File: src/shared/dsc_regs.vh
// Register map, field positions, reset values and timing figures of the
// disconnector control block; assumes a byte-addressed 32-bit APB slave.
`ifndef DSC_REGS_VH
`define DSC_REGS_VH

// Byte offsets
`define DSC_ADDR_CTRL    8'h00
`define DSC_ADDR_CMD     8'h04
`define DSC_ADDR_MAXOP   8'h08
`define DSC_ADDR_PULSE   8'h0C
`define DSC_ADDR_INTER   8'h10
`define DSC_ADDR_SBO     8'h14
`define DSC_ADDR_STATUS  8'h18
`define DSC_ADDR_COUNT   8'h1C

// Control fields
`define DSC_CTRL_MODEL_LSB  0
`define DSC_CTRL_MODEL_MSB  1
`define DSC_CTRL_FORCED     2
`define DSC_CTRL_CNT_CLR    3

// Control models
`define DSC_MODEL_DIRECT_NORMAL   2'h0
`define DSC_MODEL_DIRECT_ENHANCED 2'h1
`define DSC_MODEL_SBO_ENHANCED    2'h2

// Command fields
`define DSC_CMD_CLOSE    0
`define DSC_CMD_REMOTE   1
`define DSC_CMD_OPERATE  2
`define DSC_CMD_SKIP_CHK 3

// Status fields
`define DSC_ST_OPENED    2
`define DSC_ST_CLOSED    3
`define DSC_ST_INTERM    4
`define DSC_ST_OPEN_P    5
`define DSC_ST_CLOSE_P   6
`define DSC_ST_OPER_P    7
`define DSC_ST_SELECTED  8
`define DSC_ST_BUSY      9
`define DSC_ST_ERR_POS   10
`define DSC_ST_REFUSED   11
`define DSC_ST_SBO_EXP   12

// Reset values
`define DSC_CTRL_RST     4'h4
`define DSC_MAXOP_RST    16'h2710
`define DSC_PULSE_RST    16'h03E8
`define DSC_INTER_RST    16'h2710
`define DSC_SBO_RST      16'h1388

// Timing
`define DSC_CLK_NS       10
`define DSC_MS_NS        1000000
`define DSC_MIN_PULSE_MS 16'h03E8
`define DSC_OPER_MS      16'h0096

`endif

File: src/rtl/dsc_switch_ctrl.v
// Disconnector control: command checking, timed open/close pulses,
// position decoding and operation counting behind an APB slave.
// Assumes position, permission and interlock inputs are asynchronous pins.
`timescale 1ns/1ps
`include "dsc_regs.vh"

// Overview of operation
// - Check commands, drive switch, report positions
// - Local commands need local permission
// - Remote commands need remote permission
// - Open needs open interlock enable
// - Close needs close interlock enable
// - Block input refuses every operation
// - Three control models, default direct normal
// - Forced check ignores skip-check requests
// - Enhanced models flag late position change
// - Command pulse lasts configured duration
// - Early end on success, minimum 1000 ms
// - Report intermediate after configured wait
// - Selection cancelled after SBO timeout
// - Two-bit position state from position inputs
// - 150 ms operation pulse per operation
// - Resettable counter counts operation pulses
// - Permission and direction interlock both needed
module dsc_switch_ctrl #(
  parameter MS_CYCLES = `DSC_MS_NS / `DSC_CLK_NS
) (
  input  wire        i_sys_clk,
  input  wire        i_reset_n,
  input  wire        i_clk_en,
  input  wire        i_psel,
  input  wire        i_penable,
  input  wire        i_pwrite,
  input  wire [7:0]  i_paddr,
  input  wire [31:0] i_pwdata,
  output reg         o_pready,
  output reg  [31:0] o_prdata,
  output reg         o_pslverr,
  input  wire        i_local_permit,
  input  wire        i_remote_permit,
  input  wire        i_open_interlock_enable,
  input  wire        i_close_interlock_enable,
  input  wire        i_operation_block,
  input  wire        i_open_position_input,
  input  wire        i_closed_position_input,
  output reg         o_open_command_pulse,
  output reg         o_close_command_pulse,
  output reg         o_operation_pulse,
  output reg  [1:0]  o_position_state,
  output reg         o_opened,
  output reg         o_closed,
  output reg         o_intermediate
);

  localparam ST_IDLE  = 3'b001;
  localparam ST_SEL   = 3'b010;
  localparam ST_PULSE = 3'b100;

  reg  [6:0]  sync1_q;
  reg  [6:0]  sync2_q;
  reg  [16:0] tick_cnt_q;
  reg         tick_q;
  reg  [1:0]  model_q;
  reg         forced_q;
  reg  [15:0] maxop_q;
  reg  [15:0] pulse_q;
  reg  [15:0] inter_q;
  reg  [15:0] sbo_q;
  reg  [2:0]  state_q;
  reg  [15:0] cmd_ms_q;
  reg         sel_dir_q;
  reg         sel_src_q;
  reg         tgt_q;
  reg         op_run_q;
  reg  [15:0] op_ms_q;
  reg  [15:0] inter_ms_q;
  reg  [15:0] oper_ms_q;
  reg  [1:0]  pos_prev_q;
  reg  [31:0] count_q;
  reg         err_pos_q;
  reg         refused_q;
  reg         sbo_exp_q;

  wire        ce       = i_clk_en;
  wire        apb_acc  = i_psel & i_penable & ~o_pready;
  wire        apb_wr   = apb_acc & i_pwrite;
  wire        cmd_wr   = apb_wr & (i_paddr == `DSC_ADDR_CMD);
  wire        st_wr    = apb_wr & (i_paddr == `DSC_ADDR_STATUS);
  wire        ctrl_wr  = apb_wr & (i_paddr == `DSC_ADDR_CTRL);
  wire        c_dir    = i_pwdata[`DSC_CMD_CLOSE];
  wire        c_src    = i_pwdata[`DSC_CMD_REMOTE];
  wire        c_oper   = i_pwdata[`DSC_CMD_OPERATE];
  wire        c_skip   = i_pwdata[`DSC_CMD_SKIP_CHK];
  wire [1:0]  pos_now  = {sync2_q[6], sync2_q[5]};
  wire        tgt_ok   = tgt_q ? (pos_now == 2'h2) : (pos_now == 2'h1);
  wire        cmd_ok   = permit(c_dir, c_src, c_skip, forced_q, sync2_q[4:0]);
  wire        op_event = (pos_now != pos_prev_q) & (pos_now == 2'h1 | pos_now == 2'h2);
  wire [15:0] ms_next  = cmd_ms_q + {15'h0000, tick_q};

  // Source permission, block and direction interlock
  function permit;
    input       dir;
    input       src;
    input       skip;
    input       forced;
    input [4:0] pins;
    reg         src_ok;
    reg         ilk_ok;
    begin
      src_ok = src ? pins[1] : pins[0];
      ilk_ok = dir ? pins[3] : pins[2];
      if (skip & ~forced) begin
        ilk_ok = 1'b1;
      end
      permit = src_ok & ilk_ok & ~pins[4];
    end
  endfunction

  // Pin synchronisers
  always @(posedge i_sys_clk or negedge i_reset_n) begin
    if (!i_reset_n) begin
      sync1_q <= 7'h00;
      sync2_q <= 7'h00;
    end else if (ce) begin
      sync1_q <= {i_closed_position_input, i_open_position_input, i_operation_block,
                  i_close_interlock_enable, i_open_interlock_enable,
                  i_remote_permit, i_local_permit};
      sync2_q <= sync1_q;
    end
  end

  // Millisecond tick
  always @(posedge i_sys_clk or negedge i_reset_n) begin
    if (!i_reset_n) begin
      tick_cnt_q <= 17'h00000;
      tick_q     <= 1'b0;
    end else if (ce) begin
      tick_q <= (tick_cnt_q == MS_CYCLES[16:0] - 17'h00001);
      if (tick_cnt_q == MS_CYCLES[16:0] - 17'h00001) begin
        tick_cnt_q <= 17'h00000;
      end else begin
        tick_cnt_q <= tick_cnt_q + 17'h00001;
      end
    end
  end

  // APB slave
  always @(posedge i_sys_clk or negedge i_reset_n) begin
    if (!i_reset_n) begin
      o_pready  <= 1'b0;
      o_prdata  <= 32'h00000000;
      o_pslverr <= 1'b0;
      model_q   <= `DSC_MODEL_DIRECT_NORMAL;
      forced_q  <= 1'b1;
      maxop_q   <= `DSC_MAXOP_RST;
      pulse_q   <= `DSC_PULSE_RST;
      inter_q   <= `DSC_INTER_RST;
      sbo_q     <= `DSC_SBO_RST;
    end else if (ce) begin
      o_pready  <= apb_acc;
      o_pslverr <= apb_acc & (i_paddr > `DSC_ADDR_COUNT | i_paddr[1:0] != 2'h0);
      o_prdata  <= 32'h00000000;
      if (apb_acc & ~i_pwrite) begin
        case (i_paddr)
          `DSC_ADDR_CTRL:   o_prdata <= {29'h00000000, forced_q, model_q};
          `DSC_ADDR_MAXOP:  o_prdata <= {16'h0000, maxop_q};
          `DSC_ADDR_PULSE:  o_prdata <= {16'h0000, pulse_q};
          `DSC_ADDR_INTER:  o_prdata <= {16'h0000, inter_q};
          `DSC_ADDR_SBO:    o_prdata <= {16'h0000, sbo_q};
          `DSC_ADDR_STATUS: o_prdata <= {19'h00000, sbo_exp_q, refused_q, err_pos_q,
                                         ~state_q[0], state_q[1], o_operation_pulse,
                                         o_close_command_pulse, o_open_command_pulse,
                                         o_intermediate, o_closed, o_opened,
                                         o_position_state};
          `DSC_ADDR_COUNT:  o_prdata <= count_q;
          default:          o_prdata <= 32'h00000000;
        endcase
      end
      if (ctrl_wr) begin
        model_q  <= i_pwdata[`DSC_CTRL_MODEL_MSB:`DSC_CTRL_MODEL_LSB];
        forced_q <= i_pwdata[`DSC_CTRL_FORCED];
      end
      if (apb_wr & i_paddr == `DSC_ADDR_MAXOP) begin
        maxop_q <= i_pwdata[15:0];
      end
      if (apb_wr & i_paddr == `DSC_ADDR_PULSE) begin
        pulse_q <= i_pwdata[15:0];
      end
      if (apb_wr & i_paddr == `DSC_ADDR_INTER) begin
        inter_q <= i_pwdata[15:0];
      end
      if (apb_wr & i_paddr == `DSC_ADDR_SBO) begin
        sbo_q <= i_pwdata[15:0];
      end
    end
  end

  // Command sequencer
  always @(posedge i_sys_clk or negedge i_reset_n) begin
    if (!i_reset_n) begin
      state_q               <= ST_IDLE;
      cmd_ms_q              <= 16'h0000;
      sel_dir_q             <= 1'b0;
      sel_src_q             <= 1'b0;
      tgt_q                 <= 1'b0;
      o_open_command_pulse  <= 1'b0;
      o_close_command_pulse <= 1'b0;
      refused_q             <= 1'b0;
      sbo_exp_q             <= 1'b0;
    end else if (ce) begin
      if (st_wr & i_pwdata[`DSC_ST_REFUSED]) begin
        refused_q <= 1'b0;
      end
      if (st_wr & i_pwdata[`DSC_ST_SBO_EXP]) begin
        sbo_exp_q <= 1'b0;
      end
      case (state_q)
        ST_IDLE: begin
          if (cmd_wr) begin
            if (~cmd_ok | (c_oper == (model_q == `DSC_MODEL_SBO_ENHANCED))) begin
              refused_q <= 1'b1;
            end else if (model_q == `DSC_MODEL_SBO_ENHANCED) begin
              state_q   <= ST_SEL;
              sel_dir_q <= c_dir;
              sel_src_q <= c_src;
              cmd_ms_q  <= 16'h0000;
            end else begin
              state_q               <= ST_PULSE;
              tgt_q                 <= c_dir;
              cmd_ms_q              <= 16'h0000;
              o_close_command_pulse <= c_dir;
              o_open_command_pulse  <= ~c_dir;
            end
          end
        end
        ST_SEL: begin
          cmd_ms_q <= ms_next;
          if (cmd_wr & c_oper & cmd_ok & c_dir == sel_dir_q & c_src == sel_src_q) begin
            state_q               <= ST_PULSE;
            tgt_q                 <= c_dir;
            cmd_ms_q              <= 16'h0000;
            o_close_command_pulse <= c_dir;
            o_open_command_pulse  <= ~c_dir;
          end else if (cmd_wr) begin
            refused_q <= 1'b1;
            state_q   <= ST_IDLE;
          end else if (ms_next >= sbo_q) begin
            sbo_exp_q <= 1'b1;
            state_q   <= ST_IDLE;
          end
        end
        ST_PULSE: begin
          cmd_ms_q <= ms_next;
          if (cmd_wr) begin
            refused_q <= 1'b1;
          end
          if (ms_next >= pulse_q | (tgt_ok & ms_next >= `DSC_MIN_PULSE_MS)) begin
            state_q               <= ST_IDLE;
            o_open_command_pulse  <= 1'b0;
            o_close_command_pulse <= 1'b0;
          end
        end
        default: begin
          state_q <= ST_IDLE;
        end
      endcase
    end
  end

  // Operating time supervision for enhanced models
  always @(posedge i_sys_clk or negedge i_reset_n) begin
    if (!i_reset_n) begin
      op_run_q  <= 1'b0;
      op_ms_q   <= 16'h0000;
      err_pos_q <= 1'b0;
    end else if (ce) begin
      if (st_wr & i_pwdata[`DSC_ST_ERR_POS]) begin
        err_pos_q <= 1'b0;
      end
      if (state_q == ST_PULSE & cmd_ms_q == 16'h0000 & ~op_run_q
          & model_q != `DSC_MODEL_DIRECT_NORMAL) begin
        op_run_q <= 1'b1;
        op_ms_q  <= 16'h0000;
      end else if (op_run_q) begin
        op_ms_q <= op_ms_q + {15'h0000, tick_q};
        if (tgt_ok) begin
          op_run_q <= 1'b0;
        end else if (op_ms_q + {15'h0000, tick_q} >= maxop_q) begin
          op_run_q  <= 1'b0;
          err_pos_q <= 1'b1;
        end
      end
    end
  end

  // Position decode, intermediate filter, operation pulse and counter
  always @(posedge i_sys_clk or negedge i_reset_n) begin
    if (!i_reset_n) begin
      o_position_state  <= 2'h0;
      o_opened          <= 1'b0;
      o_closed          <= 1'b0;
      o_intermediate    <= 1'b0;
      inter_ms_q        <= 16'h0000;
      pos_prev_q        <= 2'h0;
      oper_ms_q         <= 16'h0000;
      o_operation_pulse <= 1'b0;
      count_q           <= 32'h00000000;
    end else if (ce) begin
      o_position_state <= pos_now;
      o_opened         <= (pos_now == 2'h1);
      o_closed         <= (pos_now == 2'h2);
      pos_prev_q       <= pos_now;
      if (pos_now != 2'h0) begin
        inter_ms_q     <= 16'h0000;
        o_intermediate <= 1'b0;
      end else if (inter_ms_q + {15'h0000, tick_q} >= inter_q) begin
        o_intermediate <= 1'b1;
      end else begin
        inter_ms_q <= inter_ms_q + {15'h0000, tick_q};
      end
      if (op_event) begin
        o_operation_pulse <= 1'b1;
        oper_ms_q         <= 16'h0000;
      end else if (o_operation_pulse) begin
        oper_ms_q <= oper_ms_q + {15'h0000, tick_q};
        if (oper_ms_q + {15'h0000, tick_q} >= `DSC_OPER_MS) begin
          o_operation_pulse <= 1'b0;
        end
      end
      if (op_event & ~o_operation_pulse) begin
        count_q <= (ctrl_wr & i_pwdata[`DSC_CTRL_CNT_CLR]) ? 32'h00000001
                                                             : count_q + 32'h00000001;
      end else if (ctrl_wr & i_pwdata[`DSC_CTRL_CNT_CLR]) begin
        count_q <= 32'h00000000;
      end
    end
  end

endmodule // dsc_switch_ctrl

File: config.mk
export PLATFORM = sky130hd
export DESIGN_NAME = dsc_switch_ctrl
export DESIGN_NICKNAME = d
export VERILOG_FILES = /design/src/rtl/dsc_switch_ctrl.v
export VERILOG_INCLUDE_DIRS = /design/src /design/src/shared
export SDC_FILE = /design/constraint.sdc
export NUM_CORES = 1
export LEC_CHECK = 0
export BUFFER_PORTS_ARGS = -buffer_cell sky130_fd_sc_hd__buf_4
export CELL_PAD_IN_SITES_DETAIL_PLACEMENT = 1
export CELL_PAD_IN_SITES_GLOBAL_PLACEMENT = 2
export CORE_MARGIN = 4
export CORE_UTILIZATION = 34
export CTS_CLUSTER_DIAMETER = 200
export DETAILED_ROUTE_END_ITERATION = 8
export PLACE_DENSITY = 0.67
export SETUP_SLACK_MARGIN = 0.05
export SLEW_MARGIN = 20
export SYNTH_ARGS = -nofsm -noshare
export SYNTH_HDL_FRONTEND = slang
export SYNTH_SLANG_ARGS = --single-unit
File: constraint.sdc
create_clock -name i_sys_clk -period 4.9 [get_ports i_sys_clk]
set_input_delay 0.49 -clock i_sys_clk [delete_from_list [all_inputs] [get_ports i_sys_clk]]
set_output_delay 0.49 -clock i_sys_clk [all_outputs]
set_load 0.005 [all_outputs]
# Yosys cells after proc, flatten, opt, wreduce, memory -nomap -nowiden
# Index checks and enable logic that the tools add are counted.
# totals
regBits	247
inputBits	53
out_inout_bits	42
elab_cells	205
# op_classes
add_sub_neg	6
order_cmp	7
eq_ne	25
n_mux	65
bitwise	43
n_reduce_logical	26
# ops
operator	count
32-bit one-hot mux with 7 select lines	1
16-bit 2-to-1 mux	9
32-bit 2-to-1 mux	4
16-bit by 1-bit adder with 16-bit output	4
16-bit greater-or-equal comparator	4
16-bit one-hot mux with 3 select lines	1
1-bit 2-to-1 mux	37
32-bit by 1-bit adder with 32-bit output (second input constant)	1
8-bit by 5-bit == test with 1-bit output (second input constant)	4
1-bit AND	29
3-bit 2-to-1 mux	7
2-bit AND reduction	10
17-bit by 1-bit adder with 17-bit output (second input constant)	1
17-bit == test (second input constant)	1
17-bit 2-to-1 mux	1
8-bit by 4-bit == test with 1-bit output (second input constant)	2
16-bit by 10-bit greater-or-equal comparator with 1-bit output (second input constant)	1
16-bit by 8-bit greater-or-equal comparator with 1-bit output (second input constant)	1
16-bit logical NOT	1
2-bit nonzero test	8
2-bit inequality test (second input constant)	6
1-bit inverter	10
5-bit AND reduction	2
1-bit one-hot mux with 3 select lines	3
other kinds (18)	24

# Depth between registers and ports, before layout
# Gate-level depths: netlist (run 1).
# logic_depth
depth_word	10
depth_mapped	17
ltp_nobuf	16

# Worst setup path before layout (run 1)
# Ideal clock, no wire load.
# synth_timing
path_type	flip-flop to flip-flop
start	register tick_q
end	register inter_ms_q[10]
setup_time_ns	0.065
arrival_time_ns	4.025
required_ns	4.835
slack_ns	0.811
path_stages_with_launch	17
n_path_buf	1
path_cell_list	dfrtp_1 ha_1 ha_1 and3_1 nand3_1 nor2b_1 and3_1 nand3_1 xnor2_1 ha_1 a2111o_1 nor2_1 nand2_1 o31ai_1 and3_1 clkbuf_1 a31o_2
# synth_via
elab_chain_len	4
elab_cells_between_ends	6
# synth_lines
item	line_no	source
from (decl)	dsc_switch_ctrl.v:62	reg tick_q;
from (signal assigned)	dsc_switch_ctrl.v:138	tick_q <= (tick_cnt_q == MS_CYCLES[16:0] - 17'h00001);
16-bit by 1-bit adder with 16-bit output *	dsc_switch_ctrl.v:316, dsc_switch_ctrl.v:319	
16-bit greater-or-equal comparator	dsc_switch_ctrl.v:316	end else if (inter_ms_q + {15'h0000, tick_q} >= inter_q) begin
2-bit inequality test (no source line)	-	
2-bit AND reduction (no source line)	-	
to (signal assigned)	dsc_switch_ctrl.v:319	inter_ms_q <= inter_ms_q + {15'h0000, tick_q};
to (decl)	dsc_switch_ctrl.v:76	reg [15:0] inter_ms_q;
# Every way passes the cells marked *; elsewhere a longest branch is shown, timed or not. The select of a mux whose other input is x is not followed.
# A chain may end at the register's enable or synchronous reset.

# Worst setup path in the final report (run 1)
# layout_timing
start	register tick_q
end	register inter_ms_q[8]
# Same word-level chain as after synthesis.

==> run_results.csv, run 1 <==
group,metric,value,unit
run_status,status,"complete, no violations",
yosys,synth_edf_count,0,
critical_path,r2r_slack,0.40,ns
routing,ant_nets,0,
pwr,power_switching_share,28.1,%
clocking,cts_setup_buffers,0,
yosys,synth_nets,1628,
sta,maxSlewHeadroom,37.1,%
flow_run,cap_viol_max_count,0,
sta,fin_crit,4.50,ns
yosys,netlist-cell-type-count,78,
pwr,p_comb_share,12.6,%
routing,drtPass1Iterations,5,
critical_path,crit_type,"register to register",
pwr,power.switching,1460,uW
critical_path,cp.arrival,5.02,ns
pwr,power.density,315,nW/um^2
yosys,syn-cell-area,14200,um^2
layout,final_common_cell,"dfrtp_1",
sta,slew_violations,0,
floorplanning,coreArea,41100,um^2
critical_path,cp-end-kind,"register",
yosys,syn_inst,1499,
placement,gp_congestion,0.820,
layout,fillers,4728,
floorplanning,initial_core_util,34.6,%
sta,setup_violations,0,
layout,diodes,0,
layout,final_area,16500,um^2
sta,fin_skew,0.0356,ns
critical_path,slowest_delay,0.61,ns
floorplanning,dieArea,45200,um^2
floorplanning,die_width,213,um
critical_path,critPathMaxFanout,12,
floorplanning,core.rowCount,74,
floorplanning,ios,95,
layout,layout_common_cells,"224 x dfrtp_1, 164 x nand2_1, 115 x o21ai_0, 102 x buf_4, 99 x nor2_1",
floorplanning,fp.dieH,213,um
yosys,yosysSeqAreaShare,43.6,%
global_route,overflow,0,
pwr,ir_drop,0.299,mV
global_route,antenna_found_initial,0,
critical_path,start_kind,"register",
placement,port_buffers,78,
critical_path,crit_buf_inv,0,
critical_path,crit_required,5.42,ns
global_route,grt_pass1_wl,73000,um
clocking,clock-sinks,247,
critical_path,reg2regPathDepth,15,
clocking,cts_buffers,31,
hold_path,holdPathEnd,"sync1_q[1]$_DFFE_PN0P_",
pwr,intPower,3730,uW
sta,rsz0062_at_grt,"no",
yosys,yosys_warnings,0,
clocking,cts.clk_slew.worst_paths,0.06,ns
clocking,cts_root_buffer,"clkbuf_16",
critical_path,reg2reg_from,"tick_q$_DFFE_PN0P_",
sta,worstMarginPinSlew,0.941,ns
sta,max_freq,222,MHz
pwr,p_leak,0.00767,uW
routing,initialDrtViolationCount,708,
yosys,synth_largest_area_cell,"dfrtp_1",
yosys,yosys-top-cells-area,"dfrtp_1 39%, ha_1 6.7%, mux2_2 4.9%",
layout,drive_above_1_share,16.3,%
routing,num_vias,11600,
yosys,async_reset_ff_share,100,%
hold_path,min_path_cells,2,
clocking,cts_buffer_depth,3,
yosys,ys_seq_elements,247,
routing,drc,0,
routing,wl,45900,um
routing,viasPerCell,5.50,
sta,finalHoldViolCount,0,
layout,syn2layout_area_growth,15.6,%
yosys,synth_ff_type,"dfrtp_1",
critical_path,crit_chain,"ha_1, ha_1, and3_1, nand3_1, nor2b_1, and3_1, nand3_1, xnor2_1, ha_1, a2111o_1, nor2_1, nand2_1, o31ai_2, and3_1, a22o_1",
critical_path,r2r_end,"inter_ms_q[8]$_DFFE_PN0P_",
clocking,post_cts_resized,0,
pwr,clkPwrFrac,44.1,%
hold_path,min_from,"i_remote_permit",
clocking,postCtsHoldBufs,1,
clocking,clock_latency,0.59,ns
sta,period_share,91.8,%
critical_path,cp_slowest_cell,"dfrtp_1",
routing,wire_per_inst,21.7,um
sta,setup_tns,0,ns
critical_path,crit_family,"simple AND/OR/NAND/NOR gates",
hold_path,hold_path_class,"primary input to register",
pwr,total_power,5190,uW
global_route,grt_max_degree,124,
yosys,synth_area_per_cell,9.50,um^2
pwr,seqPwrFrac,43.3,%
layout,finalNetCount,1690,
yosys,synth_top_area_share,39.4,%
global_route,grt_pass1_vias,12100,
placement,hpwl,33900,um
placement,place_area,15400,um^2
clocking,cts_tree,"yes",
global_route,grtUsageTotal,20.5,%
clocking,htreeDepth,1,
## logic make-up (layout without fill, tap and decap cells)
| logic type | Yosys count | after routing | share of synthesized area (%) |
|---|---|---|---|
| AO/OA/AOI/OAI | 351 | 351 | 16.7 |
| XOR/XNOR | 88 | 88 | 5.41 |
| adder cells (fa/ha/maj) | 77 | 77 | 6.75 |
| buffers and inverters | 175 | 262 | 4.69 |
| flip-flops | 247 | 247 | 43.6 |
| multiplexers | 73 | 73 | 5.80 |
| AND/OR/NAND/NOR | 488 | 488 | 17.0 |
## per-layer routing
layer  share of wire [%]  GRT usage [%]
met2                  45           32.7
met3                 2.5           2.30
met4                 2.4           4.82
met5                   0              0
met1                  50           30.0
## Yosys cell counts, drive strengths merged, types with 12 or more instances
cell type and n:
dfstp 23, and3 28, ha 76, mux2 63, nor2 99, nor4 12, nand3 54, nor2b 14
nor3 23, xor2 45, o31ai 16, nand2 165, inv 98, nand4 35, a21oi 37, a31oi 15
o21ai 126, a222oi 15, a22o 26, and4 15, dfrtp 224, clkbuf 73, xnor2 43, o2bb2ai 14
a21o 22
## stage by stage
step | setup slack (ns) | util (%) | std cells | hold WS, ns
2_1_floorplan | 0.811 | - | 1499 | 0.194
3_3_place_gp | 0.453 | 37.5 | 2059 | 0.471
3_5_place_dp | 0.356 | 37.5 | 2059 | 0.479
4_1_cts | 0.376 | 40.0 | 2118 | 0.124
5_1_grt | 0.0662 | 40.0 | 2118 | 0.139
6_report | 0.404 | 40.0 | 2118 | 0.153
## worst max-delay path by stage
stage                                   from                    endpoint  cells past startpoint
after global placement    tick_q$_DFFE_PN0P_  inter_ms_q[10]$_DFFE_PN0P_                     15
after global routing      tick_q$_DFFE_PN0P_   inter_ms_q[9]$_DFFE_PN0P_                     15
final                     tick_q$_DFFE_PN0P_   inter_ms_q[8]$_DFFE_PN0P_                     15
after detailed placement  tick_q$_DFFE_PN0P_   inter_ms_q[8]$_DFFE_PN0P_                     15
after CTS                 tick_q$_DFFE_PN0P_   inter_ms_q[8]$_DFFE_PN0P_                     15
after floorplan           tick_q$_DFFE_PN0P_  inter_ms_q[10]$_DFFE_PN0P_                     16
## area by class of cell
type,count,area (um^2),area share [%]
Multi-Input combinational cell,1077,7370,44.8
Sequential cell,247,6210,37.7
Tap cell,532,666,4.04
Clock buffer,46,922,5.60
Clock inverter,12,95.1,0.578
Inverter,98,368,2.24
Timing Repair Buffer,106,831,5.05
## registers in the layout, indices dropped and copies added, names as in the netlist, 16 cells and up
signal,count
count_q,32
o_prdata,32
tick_cnt_q,17
cmd_ms_q,16
inter_ms_q,16
inter_q,16
maxop_q,16
op_ms_q,16
oper_ms_q,16
pulse_q,16
sbo_q,16
## power by group through the flow
stage / Clock, uW / Sequential [uW] / Combinational [uW]
after global routing: 2440 / 2260 / 730
after detailed placement: 0 / 2280 / 661
after global placement: 0 / 2280 / 650
after floorplan: 0 / 2230 / 381
final: 2290 / 2250 / 652
after CTS: 2350 / 2250 / 666
Power figures use the tool's default switching activity.
==> run 2: changes to the inputs <==
--- a/config.mk
+++ b/config.mk
@@ -10,10 +10,10 @@
 export CELL_PAD_IN_SITES_DETAIL_PLACEMENT = 1
 export CELL_PAD_IN_SITES_GLOBAL_PLACEMENT = 2
 export CORE_MARGIN = 4
-export CORE_UTILIZATION = 34
+export CORE_UTILIZATION = 39
 export CTS_CLUSTER_DIAMETER = 200
 export DETAILED_ROUTE_END_ITERATION = 8
-export PLACE_DENSITY = 0.67
+export PLACE_DENSITY = 0.76
 export SETUP_SLACK_MARGIN = 0.05
 export SLEW_MARGIN = 20
 export SYNTH_ARGS = -nofsm -noshare
==> run 2 against run 1 <==
- non-clock buffer count grew 3
- worst hold slack better by 0.0015 ns
- critical endpoint is now inter_ms_q[5]$_DFFE_PN0P_
- clock-buffer cell count fell by 4
- critical path type unchanged
==> run_results.csv, run 2 (synthesis results as in run 1) <==
group,metric,value,unit
run_status,status,"complete, no violations",
sta,maxSlewHeadroom,29.0,%
hold_path,hold_path_class,"primary input to register",
clocking,clock_latency,0.57,ns
pwr,ir_drop,0.246,mV
critical_path,cp-end-kind,"register",
routing,ant_nets,0,
critical_path,r2r_slack,0.43,ns
layout,layout_common_cells,"223 x dfrtp_1, 164 x nand2_1, 115 x o21ai_0, 107 x buf_4, 99 x nor2_1",
critical_path,crit_required,5.34,ns
critical_path,r2r_end,"inter_ms_q[5]$_DFFE_PN0P_",
global_route,grt_pass1_vias,12300,
sta,period_share,91.3,%
layout,fillers,4077,
routing,wl,44900,um
sta,setup_tns,0,ns
sta,fin_skew,0.0121,ns
layout,final_common_cell,"dfrtp_1",
critical_path,crit_buf_inv,1,
floorplanning,fp.dieH,199,um
floorplanning,dieArea,39600,um^2
floorplanning,ios,95,
floorplanning,core.rowCount,69,
critical_path,worstSetupPathDepth,16,
critical_path,crit_chain,"ha_1, ha_1, and3_1, nand3_1, nor2b_1, and3_1, nand3_1, xnor2_1, ha_1, a2111o_1, nor2_1, nand2_1, o31ai_2, buf_4, nand3_1, a32o_1",
layout,finalNetCount,1692,
placement,hpwl,33100,um
sta,fin_crit,4.47,ns
sta,worstMarginPinSlew,1.06,ns
sta,rsz0062_at_grt,"no",
sta,setup_violations,0,
sta,max_freq,223,MHz
global_route,grt_max_degree,103,
routing,wire_per_inst,21.9,um
layout,diodes,0,
global_route,grt_pass1_wl,71500,um
critical_path,crit_start,"tick_q$_DFFE_PN0P_",
routing,viasPerCell,5.73,
routing,drc,0,
pwr,p_leak,0.00766,uW
critical_path,slowest_delay,0.50,ns
critical_path,critPathMaxFanout,14,
critical_path,cp_slowest_cell,"dfrtp_2",
floorplanning,initial_core_util,39.7,%
sta,hold_ws,0.154,ns
pwr,total_power,5120,uW
placement,port_buffers,78,
critical_path,crit_family,"simple AND/OR/NAND/NOR gates",
critical_path,cp.arrival,4.92,ns
routing,initialDrtViolationCount,658,
sta,finalHoldViolCount,0,
layout,drive_above_1_share,16.3,%
pwr,power.density,314,nW/um^2
layout,syn2layout_area_growth,14.8,%
critical_path,reg2reg_from,"tick_q$_DFFE_PN0P_",
flow_run,cap_viol_max_count,0,
clocking,cts_root_buffer,"clkbuf_16",
critical_path,reg2regPathDepth,16,
clocking,cts_tree,"yes",
critical_path,crit_type,"register to register",
placement,gp_congestion,0.816,
routing,drtPass1Iterations,5,
layout,fin_util,45.6,%
sta,slew_violations,0,
global_route,overflow,0,
layout,largestRegisters,"count_q (32), o_prdata (32), tick_cnt_q (17)",
floorplanning,die_width,199,um
clocking,cts.clk_slew.worst_paths,0.06,ns
clocking,cts_buffers,30,
critical_path,start_kind,"register",
routing,num_vias,11700,
clocking,clock-sinks,247,
global_route,antenna_found_initial,1,
clocking,htreeDepth,1,
floorplanning,coreArea,35800,um^2
hold_path,min_path_cells,2,
clocking,cts_buffer_depth,3,
global_route,grtUsageTotal,22.8,%
hold_path,holdPathEnd,"sync1_q[4]$_DFFE_PN0P_",
hold_path,min_from,"i_operation_block",
[run 2: cell types whose count changed in the layout (fill, tap and decap cells not counted), moves of 2 or more]
cell      delta
buf_4        +5
clkbuf_8     -5
buf_12       -2
clkinv_2     +2
[run 2: worst register-to-register path, cell delays in order, from the launching register on]
cell	delay, ns
dfrtp_2	0.50
ha_1	0.22
ha_1	0.22
and3_1	0.27
nand3_1	0.19
nor2b_1	0.30
and3_1	0.29
nand3_1	0.12
xnor2_1	0.23
ha_1	0.28
a2111o_1	0.43
nor2_1	0.10
nand2_1	0.07
o31ai_2	0.39
buf_4	0.30
nand3_1	0.13
a32o_1	0.31
[run 2: power by group]
group / internal, uW / leakage [uW] / switching, uW
Combinational: 239 / 0.00396 / 397
Sequential: 2130 / 0.00321 / 119
Clock: 1320 / 0.000491 / 917
[run 2: metrics by stage]
stage / instance area (um^2) / cells / setup WS (ns)
after detailed placement: 15300 / 1991 / 0.382
after global placement: 15300 / 1991 / 0.465
after floorplan: 14200 / 1499 / 0.811
final: 16300 / 2048 / 0.425
after CTS: 16300 / 2048 / 0.288
after global routing: 16300 / 2048 / 0.0961
[run 2: timing repair]
| action | 4_1_cts | 5_1_grt |
|---|---|---|
| setup buffers | 0 | 0 |
| hold endpoints to repair | 1 | 0 |
| gates resized for setup | 0 | 1 |
| setup endpoints to repair | 0 | 12 |
| hold buffers | 1 | 0 |
[run 2: worst max-delay path by stage]
| stage | end |
|---|---|
| 2_1_floorplan | inter_ms_q[10]$_DFFE_PN0P_ |
| 3_3_place_gp | inter_ms_q[10]$_DFFE_PN0P_ |
| 3_5_place_dp | inter_ms_q[5]$_DFFE_PN0P_ |
| 4_1_cts | inter_ms_q[5]$_DFFE_PN0P_ |
| 5_1_grt | inter_ms_q[5]$_DFFE_PN0P_ |
| 6_report | inter_ms_q[5]$_DFFE_PN0P_ |
[run 2: final cells by class]
type,count,area [um^2],area share [%]
Multi-Input combinational cell,1077,7370,45.1
Sequential cell,247,6210,38.0
Clock buffer,42,857,5.25
Timing Repair Buffer,109,828,5.07
Tap cell,461,577,3.53
Inverter,98,368,2.25
Clock inverter,14,126,0.774
[run 2: routing by layer]
metal	global-route usage, %	wire (um)	vias up
met5	0	0	-
met4	4.79	1010	0
met3	2.83	1380	45
met2	36.8	20500	161
met1	33.2	22000	6008
li1	-	-	5523
==> run 3: changes to the inputs <==
--- a/config.mk
+++ b/config.mk
@@ -6,14 +6,16 @@
 export SDC_FILE = /design/constraint.sdc
 export NUM_CORES = 1
 export LEC_CHECK = 0
+export ABC_AREA = 1
 export BUFFER_PORTS_ARGS = -buffer_cell sky130_fd_sc_hd__buf_4
 export CELL_PAD_IN_SITES_DETAIL_PLACEMENT = 1
 export CELL_PAD_IN_SITES_GLOBAL_PLACEMENT = 2
 export CORE_MARGIN = 4
-export CORE_UTILIZATION = 39
+export CORE_UTILIZATION = 37
 export CTS_CLUSTER_DIAMETER = 200
 export DETAILED_ROUTE_END_ITERATION = 8
-export PLACE_DENSITY = 0.76
+export HOLD_SLACK_MARGIN = 0.1
+export PLACE_DENSITY = 0.77
 export SETUP_SLACK_MARGIN = 0.05
 export SLEW_MARGIN = 20
 export SYNTH_ARGS = -nofsm -noshare
==> run 3 against run 2 <==
- utilization fell by 2.3 points
- flip-flop and latch count did not move
- combinational power rose to 2.8 times the previous value
- via count rose by 4.9%
- first-iteration DRC count rose by 0.76%
- clock power barely moved
- global-route usage fell by 0.25 points
- sequential power rose by 12%
- die area rose by 4.6%
- setup slack improved by 0.95 ns
- fmax rose by 27%
- largest cell class unchanged
- largest power group unchanged
==> run_results.csv, run 3 <==
group,metric,value,unit
global_route,grt.met3_usage,3.24,%
clocking,cts_root_buffer,"clkbuf_16",
clocking,cts.clk_slew.worst_paths,0.06,ns
clocking,cts_tree,"yes",
yosys,yosysSeqAreaShare,43.9,%
critical_path,crit_chain,"ha_1, ha_1, nand3_1, nor2_1, nand4_1, nor2_1, nand2_1, nor3_2, nand3_1, xnor2_1, ha_1, nand2_1, nor2_1, a211oi_1, nand3_2, buf_4, nor2_4, nand2_1, nand2_1",
routing,drc,0,
global_route,grtUsageTotal,22.6,%
yosys,synth_nets,1910,
layout,largestRegisters,"count_q (32), o_prdata (32), tick_cnt_q (17)",
yosys,yosysMostFrequentCell,"nand2_1",
global_route,grt_pass1_vias,13100,
sta,setup_violations,0,
routing,wl,46300,um
floorplanning,coreArea,37700,um^2
critical_path,r2r_end,"inter_ms_q[11]$_DFFE_PN0P_",
global_route,gr-max-usage-layer,"met2",
critical_path,crit_family,"simple AND/OR/NAND/NOR gates",
floorplanning,initial_core_util,37.6,%
sta,maxSlewHeadroom,45.3,%
critical_path,crit_type,"register to register",
hold_path,min_path_cells,3,
yosys,netlist-cell-type-count,58,
routing,num_vias,12300,
sta,period_share,72.0,%
sta,setup_tns,0,ns
yosys,yosys-top-cells-count,"420 x nand2_1, 281 x inv_1, 224 x dfrtp_1",
sta,slew_violations,0,
placement,port_buffers,78,
hold_path,holdPathEnd,"sync1_q[6]$_DFFE_PN0P_",
global_route,grt_max_degree,105,
layout,final_common_cell,"nand2_1",
clocking,cts_buffers,31,
run_status,status,"complete, no violations",
yosys,synth_edf_count,0,
critical_path,cp_slowest_cell,"dfrtp_1",
layout,drive_above_1_share,11.5,%
clocking,htreeDepth,1,
yosys,synth_largest_area_cell,"dfrtp_1",
clocking,cts_setup_buffers,0,
global_route,overflow,0,
critical_path,crit_required,5.40,ns
yosys,syn_inst,1781,
yosys,yosys-top-cells-area,"dfrtp_1 40%, nand2_1 11%, inv_1 7.5%",
routing,drtPass1Iterations,5,
sta,max_freq,284,MHz
global_route,grt_use_met2,35.9,%
yosys,yosys_warnings,0,
global_route,use_met1,33.0,%
pwr,total_power,6550,uW
placement,hpwl,34300,um
critical_path,worstSetupPathDepth,19,
layout,fin_util,43.3,%
yosys,synth_area_per_cell,7.94,um^2
layout,syn2layout_area_growth,15.1,%
critical_path,start_kind,"register",
clocking,clock_latency,0.57,ns
routing,viasPerCell,5.14,
pwr,p_leak,0.00780,uW
routing,wire_per_inst,19.3,um
hold_path,min_from,"i_closed_position_input",
sta,finalHoldViolCount,0,
sta,fin_skew,0.0116,ns
floorplanning,fp.dieH,204,um
pwr,ir_drop,0.277,mV
sta,fin_crit,3.53,ns
critical_path,cp.arrival,4.03,ns
yosys,ys_seq_elements,247,
yosys,synth_ff_type,"dfrtp_1",
global_route,antenna_found_initial,0,
flow_run,cap_viol_max_count,0,
floorplanning,die_width,204,um
layout,finalNetCount,1992,
pwr,power.density,402,nW/um^2
clocking,post_cts_resized,0,
sta,setup_slack,1.37,ns
hold_path,hold_path_class,"primary input to register",
placement,place_ws,1.35,ns
clocking,clock-sinks,247,
critical_path,cp_common_cell,"nand2_1",
sta,rsz0062_at_grt,"no",
placement,place_area,15300,um^2
critical_path,r2r_slack,1.37,ns
floorplanning,ios,95,
floorplanning,core.rowCount,71,
critical_path,slowest_delay,0.35,ns
floorplanning,dieArea,41400,um^2
sta,worstMarginPinSlew,0.800,ns
critical_path,critPathMaxFanout,17,
layout,fillers,4603,
critical_path,reg2regPathDepth,19,
yosys,syn-cell-area,14100,um^2
critical_path,cp-end-kind,"register",
clocking,cts_buffer_depth,3,
critical_path,reg2reg_from,"tick_q$_DFFE_PN0P_",
routing,ant_nets,0,
layout,layout_common_cells,"416 x nand2_1, 281 x inv_1, 224 x dfrtp_1, 157 x o21ai_0, 106 x nor2_1",
yosys,async_reset_ff_share,100,%
yosys,synth_top_area_share,39.6,%
placement,gp_congestion,0.841,
routing,initialDrtViolationCount,663,
critical_path,crit_buf_inv,1,
global_route,grt_pass1_wl,74300,um
layout,final_area,16300,um^2
==> run 3: timing repair <==
| item | in CTS | in global routing |
|---|---|---|
| hold buffers | 3 | 0 |
| endpoints found under the hold margin | 87 | 0 |
| endpoints found under the setup margin | 0 | 0 |
==> run 3: layout make-up <==
type / instances / area, um^2 / share of cell area, %
well taps: 511 / 639 / 3.92
repair buffers: 89 / 696 / 4.27
clock buffers: 54 / 942 / 5.78
clock inverters: 1 / 30.0 / 0.184
inverters: 292 / 1100 / 6.76
flip-flops and latches: 247 / 6210 / 38.1
multi-input cells: 1202 / 6670 / 40.9
diodes: 1 / 2.50 / 0.0154
==> run 3: where the power goes <==
group	internal [uW]	leakage [uW]	switching, uW
Combinational	614	0.00412	1190
Clock	1330	0.000471	891
Sequential	2280	0.00321	238
==> run 3: cells by family (layout without fill, tap and decap cells) <==
group,after synthesis,after routing,share of synthesized area (%)
AOI/OAI and AO/OA,318,318,13.0
DFF,247,247,43.9
and+or+nand+nor,756,756,24.1
xor gates and xnor gates,52,52,3.22
other,0,1,0
adders and majority gates,76,76,6.72
buffers and inverters,332,436,9.04
==> run 3: metrics by stage <==
step | std cells | hold slack [ns]
floorplan | 1781 | 0.194
global placement | 2338 | 0.455
detailed placement | 2338 | 0.463
CTS | 2396 | 0.106
global route | 2396 | 0.118
finish | 2397 | 0.129
==> run 3: how the worst max path moves through the flow <==
stage                       start                          to  slack (ns)
3_3_place_gp   tick_q$_DFFE_PN0P_  inter_ms_q[13]$_DFFE_PN0P_        1.41
3_5_place_dp   tick_q$_DFFE_PN0P_  inter_ms_q[11]$_DFFE_PN0P_        1.35
4_1_cts        tick_q$_DFFE_PN0P_  inter_ms_q[11]$_DFFE_PN0P_        1.31
2_1_floorplan  tick_q$_DFFE_PN0P_  inter_ms_q[10]$_DFFE_PN0P_        1.85
5_1_grt        tick_q$_DFFE_PN0P_   inter_ms_q[4]$_DFFE_PN0P_        0.95
6_report       tick_q$_DFFE_PN0P_  inter_ms_q[11]$_DFFE_PN0P_        1.37
==> run 3: routing by layer <==
| metal | vias up | part of all wire, % |
|---|---|---|
| met4 | 0 | 2.0 |
| met3 | 53 | 3.7 |
| met1 | 6098 | 49 |
| li1 | 6004 | - |
| met5 | - | 0 |
| met2 | 162 | 45 |
==> run 3: tightest hold or removal path, cell delays in order <==
cell	delay, ns
buf_4	0.07
nand2_1	0.04
nand2_1	0.05
